`config.mk`:
```
export PLATFORM = sky130hd
export DESIGN_NAME = hmfis_status
export DESIGN_NICKNAME = d
export VERILOG_FILES = /design/src/verilog/hmfis_pkg.sv /design/src/verilog/hmfis_flag.sv /design/src/verilog/hmfis_status.sv
export SDC_FILE = /design/constraint.sdc
export NUM_CORES = 1
export LEC_CHECK = 0
export BUFFER_PORTS_ARGS = -buffer_cell sky130_fd_sc_hd__buf_2
export CAP_MARGIN = 15
export CORE_MARGIN = 3
export CORE_UTILIZATION = 52
export CTS_CLUSTER_DIAMETER = 50
export DETAILED_ROUTE_END_ITERATION = 10
export PLACE_DENSITY = 0.8
export SLEW_MARGIN = 25
export SYNTH_ARGS = -nofsm -noshare
export SYNTH_HDL_FRONTEND = slang
export SYNTH_SLANG_ARGS = --single-unit
```
`constraint.sdc`:
```
create_clock -name clock -period 2 [get_ports clock]
set_input_delay 0.4 -clock clock [delete_from_list [all_inputs] [get_ports clock]]
set_output_delay 0.4 -clock clock [all_outputs]
set_load 0.1 [all_outputs]
```
`src/verilog/hmfis_pkg.sv`:
```
// Constants for the host MAC and FIFO interrupt status block
package hmfis_pkg;

  // Register byte offsets on the host register port
  localparam logic [7:0] STATUS_OFFSET = 8'h50;
  localparam logic [7:0] ENABLE_OFFSET = 8'h5C;
  localparam logic [7:0] LEVEL_OFFSET = 8'h68;

  // Status bit positions
  localparam int OVERSIZE_BIT = 15;
  localparam int RX_FAULT_BIT = 14;
  localparam int TX_FAULT_BIT = 13;
  localparam int PIN_EVENT_BIT = 12;
  localparam int TX_OVERRUN_BIT = 10;
  localparam int TX_SPACE_BIT = 9;
  localparam int TX_REP_FULL_BIT = 8;
  localparam int TX_REP_LEVEL_BIT = 7;
  localparam int RX_DROP_BIT = 6;
  localparam int RX_REP_FULL_BIT = 4;
  localparam int RX_REP_LEVEL_BIT = 3;

  // Write-one-clear flags, writable enables
  localparam logic [15:0] W1C_MASK = 16'hE7D8;
  localparam logic [15:0] ENABLE_WMASK = 16'hFFF8;

  // Level register field positions
  localparam int TX_SPACE_LVL_LSB = 24;
  localparam int TX_REP_LVL_LSB = 16;
  localparam int RX_REP_LVL_LSB = 0;

  // Reset values
  localparam logic [15:0] ENABLE_RESET = 16'h0000;
  localparam logic [7:0] TX_SPACE_LVL_RESET = 8'h48;
  localparam logic [7:0] TX_REP_LVL_RESET = 8'h00;
  localparam logic [7:0] RX_REP_LVL_RESET = 8'h00;

  // Frame length limits in bytes
  localparam logic [13:0] OVERSIZE_LIMIT = 14'h0800;
  localparam logic [13:0] TAGGED_LIMIT = 14'h07FC;

endpackage : hmfis_pkg

```
`src/verilog/hmfis_flag.sv`:
```
// One sticky write-one-clear status flag
`timescale 1ns/10ps
module hmfis_flag (
  // Clock and reset
  input wire logic clock,
  input wire logic arst_n,
  // Event and clear
  input wire logic set,
  input wire logic clr,
  // Flag state
  output logic flag
);

  typedef struct packed {
    logic flag;
  } hmfis_flag_state_t;

  hmfis_flag_state_t state_ff;
  hmfis_flag_state_t nxt_state;

  always_comb begin
    nxt_state = state_ff;
    // Set wins over a clear in the same cycle
    if (set) begin
      nxt_state.flag = 1'b1;
    end else if (clr) begin
      nxt_state.flag = 1'b0;
    end
  end

  always_ff @(posedge clock or negedge arst_n) begin
    if (!arst_n) begin
      state_ff <= '0;
    end else begin
      state_ff <= nxt_state;
    end
  end

  assign flag = state_ff.flag;

endmodule : hmfis_flag

```
`src/verilog/hmfis_status.sv`:
```
// Host MAC and FIFO interrupt status, enable and level registers
`timescale 1ns/10ps
// Function
// - Receiver fault sets bit 14; sticky until one written; resets zero.
// - Transmitter fault sets bit 13; cleared by writing one; resets zero.
// - Bit 12 read-only, follows pending pin-block interrupt.
// - Write to full transmit payload FIFO sets bit 10; write one clears.
// - Free transmit space rising above its level sets bit 9; write one clears.
// - Transmit report queue becoming full sets bit 8; write one clears.
// - Transmit report queue passing its level sets bit 7; write one clears.
// - Each dropped received frame sets bit 6; write one clears.
// - Receive report queue becoming full sets bit 4; write one clears.
// - Receive report queue passing its level sets bit 3; write one clears.
// - Tag inserted into untagged frame above 2044 bytes also sets bit 15.
// - Received frame longer than 2048 bytes sets bit 15; write one clears.
// - Interrupt only from enabled flags; flags record events regardless.
// - Space level 8 bits in 64-byte blocks, reset 48h; others zero.
module hmfis_status
  import hmfis_pkg::*;
(
  // Clock and reset
  input wire logic clock,
  input wire logic arst_n,
  // Host register port
  input wire logic [7:0] host_addr,
  input wire logic host_wr,
  input wire logic [31:0] host_wdata,
  output logic [31:0] host_rdata,
  // Host MAC events
  input wire logic rx_fault_evt,
  input wire logic tx_fault_evt,
  input wire logic rx_frame_drop_evt,
  input wire logic rx_frame_done,
  input wire logic [13:0] rx_frame_len,
  input wire logic rx_tag_inserted,
  // Pin block summary
  input wire logic pin_event_pending,
  // Transmit payload FIFO
  input wire logic tx_payload_wr,
  input wire logic tx_payload_full,
  input wire logic [7:0] tx_payload_free_blocks,
  // Report queues
  input wire logic tx_report_full,
  input wire logic [7:0] tx_report_used,
  input wire logic rx_report_full,
  input wire logic [7:0] rx_report_used,
  // Interrupt
  output logic irq
);

  typedef struct packed {
    logic [15:0] enable;
    logic [7:0] tx_space_lvl;
    logic [7:0] tx_rep_lvl;
    logic [7:0] rx_rep_lvl;
    logic pin_event;
    logic tx_rep_full_d;
    logic rx_rep_full_d;
    logic tx_space_d;
    logic tx_rep_lvl_d;
    logic rx_rep_lvl_d;
    logic irq;
    logic [31:0] rdata;
  } hmfis_state_t;

  hmfis_state_t state_ff;
  hmfis_state_t nxt_state;

  logic [15:0] flags;
  logic [15:0] set_evt;
  logic [15:0] clr_req;
  logic tx_space_hit;
  logic tx_rep_hit;
  logic rx_rep_hit;
  logic oversize_hit;
  logic [15:0] armed_flags;

  function automatic logic addr_hit(input logic [7:0] a, input logic [7:0] o);
    addr_hit = (a == o);
  endfunction : addr_hit

  assign tx_space_hit = tx_payload_free_blocks > state_ff.tx_space_lvl;
  assign tx_rep_hit = tx_report_used > state_ff.tx_rep_lvl;
  assign rx_rep_hit = rx_report_used > state_ff.rx_rep_lvl;
  assign oversize_hit = rx_frame_done &&
    ((rx_frame_len > OVERSIZE_LIMIT) ||
     (rx_tag_inserted && (rx_frame_len > TAGGED_LIMIT)));

  assign armed_flags = flags & state_ff.enable;

  always_comb begin
    set_evt = 16'h0000;
    set_evt[OVERSIZE_BIT] = oversize_hit;
    set_evt[RX_FAULT_BIT] = rx_fault_evt;
    set_evt[TX_FAULT_BIT] = tx_fault_evt;
    set_evt[TX_OVERRUN_BIT] = tx_payload_wr && tx_payload_full;
    set_evt[TX_SPACE_BIT] = tx_space_hit && !state_ff.tx_space_d;
    set_evt[TX_REP_FULL_BIT] = tx_report_full && !state_ff.tx_rep_full_d;
    set_evt[TX_REP_LEVEL_BIT] = tx_rep_hit && !state_ff.tx_rep_lvl_d;
    set_evt[RX_DROP_BIT] = rx_frame_drop_evt;
    set_evt[RX_REP_FULL_BIT] = rx_report_full && !state_ff.rx_rep_full_d;
    set_evt[RX_REP_LEVEL_BIT] = rx_rep_hit && !state_ff.rx_rep_lvl_d;
  end

  // Only ones written to the status word clear
  assign clr_req = (host_wr && addr_hit(host_addr, STATUS_OFFSET)) ?
    (host_wdata[15:0] & W1C_MASK) : 16'h0000;

  genvar gi;
  generate
    for (gi = 0; gi < 16; gi++) begin : g_flag
      if (W1C_MASK[gi]) begin : g_sticky
        hmfis_flag u_flag (
          .clock(clock),
          .arst_n(arst_n),
          .set(set_evt[gi]),
          .clr(clr_req[gi]),
          .flag(flags[gi])
        );
      end else if (gi == PIN_EVENT_BIT) begin : g_pin
        assign flags[gi] = state_ff.pin_event;
      end else begin : g_rsvd
        assign flags[gi] = 1'b0;
      end
    end
  endgenerate

  always_comb begin
    nxt_state = state_ff;
    nxt_state.pin_event = pin_event_pending;
    nxt_state.tx_rep_full_d = tx_report_full;
    nxt_state.rx_rep_full_d = rx_report_full;
    nxt_state.tx_space_d = tx_space_hit;
    nxt_state.tx_rep_lvl_d = tx_rep_hit;
    nxt_state.rx_rep_lvl_d = rx_rep_hit;
    if (host_wr && addr_hit(host_addr, ENABLE_OFFSET)) begin
      nxt_state.enable = host_wdata[15:0] & ENABLE_WMASK;
    end
    if (host_wr && addr_hit(host_addr, LEVEL_OFFSET)) begin
      nxt_state.tx_space_lvl = host_wdata[TX_SPACE_LVL_LSB +: 8];
      nxt_state.tx_rep_lvl = host_wdata[TX_REP_LVL_LSB +: 8];
      nxt_state.rx_rep_lvl = host_wdata[RX_REP_LVL_LSB +: 8];
    end
    nxt_state.irq = |armed_flags;
    nxt_state.rdata = 32'h0000_0000;
    if (addr_hit(host_addr, STATUS_OFFSET)) begin
      nxt_state.rdata[15:0] = flags;
    end else if (addr_hit(host_addr, ENABLE_OFFSET)) begin
      nxt_state.rdata[15:0] = state_ff.enable;
    end else if (addr_hit(host_addr, LEVEL_OFFSET)) begin
      nxt_state.rdata[TX_SPACE_LVL_LSB +: 8] = state_ff.tx_space_lvl;
      nxt_state.rdata[TX_REP_LVL_LSB +: 8] = state_ff.tx_rep_lvl;
      nxt_state.rdata[RX_REP_LVL_LSB +: 8] = state_ff.rx_rep_lvl;
    end
  end

  always_ff @(posedge clock or negedge arst_n) begin
    if (!arst_n) begin
      state_ff <= '0;
      state_ff.enable <= ENABLE_RESET;
      state_ff.tx_space_lvl <= TX_SPACE_LVL_RESET;
      state_ff.tx_rep_lvl <= TX_REP_LVL_RESET;
      state_ff.rx_rep_lvl <= RX_REP_LVL_RESET;
    end else begin
      state_ff <= nxt_state;
    end
  end

  assign host_rdata = state_ff.rdata;
  assign irq = state_ff.irq;
endmodule : hmfis_status

```
==> flow_summary.yaml <==
setup_path:
  cp-end-kind: "register"
  crit_type: "register to register"
  slowest_stage: "dfrtp_1"
  worst-path-buf-inv: 1
  crit_fanout: 3
  cp_data_required_time_ns: 2.23
  r2r_start: "state_ff[48]"
  r2r_slack_ns: 0.28
  crit_chain: "inv_1 -> ha_1 -> nor2b_1 -> o211a_1 -> o21ai_0 -> or3b_1"
  crit_path_max_incr_delay_ns: 0.38
  startpoint_type: "register"
  r2r_cells: 6
  arrival_ns: 1.94
  cp_top_family: "simple AND/OR/NAND/NOR gates"
  reg2reg_to: "g_flag[7].g_sticky.u_flag.flag"
placed_design:
  place_area_um2: 4770
  place_ws_ns: 0.164
  hpwl_mm: 6.64
  io_buffers: 123
  routabilityCongestion: 0.812
  dp.cells: 536
yosys:
  seq_area_frac_synth_pct: 50.9
  ys_warn_count: 0
  synth.top_cell.area_share_pct: 49.7
  ys_seq_elements: 86
  synth.cell_area_um2: 4230
  synthCells: 345
  synth_cell_types: 44
  syn_nets: 460
  yosysMostFrequentCell: "dfrtp_1"
  synth_top_flop_cell: "dfrtp_1"
  synth_commonest_cells: "dfrtp_1, buf_4, inv_1"
  async_reset_ff_share_pct: 100
  syn_area_per_cell_um2: 12.3
  yosysTopAreaCell: "dfrtp_1"
  synth_area_leaders: "dfrtp_1, mux2_2, ha_1, buf_4, mux2_4"
  synth_edf_count: 0
pwr:
  cellPowerDensity_nw_per_um2: 674
  max-vdd-ir-drop_uv: 562
  leakage_nw: 2.60
routing:
  final_antenna_net_count: 0
  drc_errors: 0
  wirelength_mm: 8.65
  wl_per_cell_um: 15.6
  firstDrtPassIters: 7
  drt-initial-drc-count: 61
  vias_per_cell: 5.20
  num_vias: 2874
final_layout:
  n_antenna_cell: 0
  nets: 561
  nFillCells: 652
  stdcell_count: 553
  synthToLayoutAreaGrowth_pct: 17.2
  drive_gt1_share_pct: 42.6
  fin_util_pct: 63.5
  finalInstanceArea_um2: 4960
die:
  rows: 32
  die_w_um: 96.2
  die-area_um2: 9260
  die_y_um: 96.2
  io-pin-count: 124
  initial_utilization_pct: 54.2
  core_um2: 7810
sta:
  relSlewSlack_pct: 65.8
  post-route-period-util_pct: 85.9
  setup_ws_ns: 0.281
  finalMaxSlewViolations: 0
  tightest_slew_ns: 0.513
  hold_viol_final: 0
  rsz0062_at_grt: "false"
  max_freq_ghz: 0.582
  setup_tns_ns: 0
  period_minus_slack_ns: 1.72
  setup_violations: 0
  skew_ns: 0.00635
clock_network:
  cts_tree: "done"
  cts_root_buf: "clkbuf_8"
  cts-htree-levels: 3
  cts_buffers: 9
  path_clk_slew_ns: 0.09
  clockBufferDepth: 2
  cts_sinks: 86
  clk-insertion-delay-late_ns: 0.35
global_route:
  grt_max_degree: 33
  overflow: 0
  grt_util_all_layers_pct: 19.4
  antenna_found_initial: 1
  grt_pass1_vias: 2884
  grt_pass1_wl_mm: 13.6
job:
  cap_violations: 0
hold_path:
  hold_depth: 1
  worstHoldStart: "pin_event_pending"
  hp-class: "primary input to register"
  min_to: "flags[12]"
status:
  status: "finished clean"
-- report_power, final --
part           internal [W]  switching, W
Combinational      0.000183      0.000216
Sequential          0.00179     0.0000318
Clock              0.000492      0.000630
Total               0.00246      0.000878
-- registers in the layout, indices dropped and copies added, names as in the netlist --
register and flops:
g_flag.g_sticky.u_flag.flag 10, irq 1, flags 1, state_ff 42
host_rdata 32
-- routing by layer --
metal  GRT usage [%]  vias to the layer above  routed length [µm]  share of wire [%]
met5               0                        -                  15               0.17
li1                -                     1384                   -                  -
met2            35.0                       77                4610                 53
met4            7.82                        2                 141                1.6
met3            4.61                       15                 450                5.2
met1            21.9                     1396                3430                 40
-- worst max-delay path by stage --
stage               cells past startpoint         startpoint                              to  slack [ns]
global placement                        6  tx_report_used[1]  g_flag[7].g_sticky.u_flag.flag        0.20
finish                                  6       state_ff[48]  g_flag[7].g_sticky.u_flag.flag        0.28
detailed placement                      6  tx_report_used[1]  g_flag[7].g_sticky.u_flag.flag        0.16
floorplan                               5       host_addr[7]                    state_ff[69]        0.41
CTS                                     6       state_ff[48]  g_flag[7].g_sticky.u_flag.flag        0.26
global route                            6       state_ff[48]  g_flag[7].g_sticky.u_flag.flag        0.17
-- metrics by stage --
stage | hold WS, ns | total power (W)
2_1_floorplan | 0.104 | 0.00206
3_3_place_gp | 0.371 | 0.00224
3_5_place_dp | 0.371 | 0.00226
4_1_cts | 0.137 | 0.00339
5_1_grt | 0.138 | 0.00351
6_report | 0.156 | 0.00334
-- area by class of cell --
class                           instances  area, µm²  share of cell area, %
Sequential cell                        86       2150                   43.4
Multi-Input combinational cell        188       1660                   33.5
Timing Repair Buffer                  131        718                   14.5
Clock buffer                           10        138                   2.77
Tap cell                              102        128                   2.57
Inverter                               30        113                   2.27
Clock inverter                          6       46.3                  0.933
-- cells in the final DEF (no fill, tap or decap), drive strengths merged, types with 3 or more instances in the layout --
cell type  Yosys  layout
a21boi         3       3
a21o           8       8
a21oi          6       6
a222oi         5       5
a22o          13      13
a22oi          5       5
and2          20      20
and3           3       3
and4           8       8
buf           39     130
clkbuf         2      10
clkinv         0       3
dfrtp         84      84
ha            24      24
inv           30      31
mux2          37      37
nand2         12      12
nor2           7       7
nor2b          3       3
nor3b          4       4
nor4           4       4
o211a          3       3
o21ai          8       8
-- cells by family after synthesis --
logic type	count (synthesis)	synth area share [%]
simple gates	71	11.3
fa+ha+maj	24	7.09
compound gates	56	10.2
buf+inv	71	9.78
flops	86	50.9
mux	37	10.7
-- what timing repair did --
item	in CTS	in global routing
hold buffers	1	0
buffers inserted	0	0
resized for setup	0	0
endpoints found under the hold margin	29	0
No activity file was read; power rests on OpenSTA's default activity.
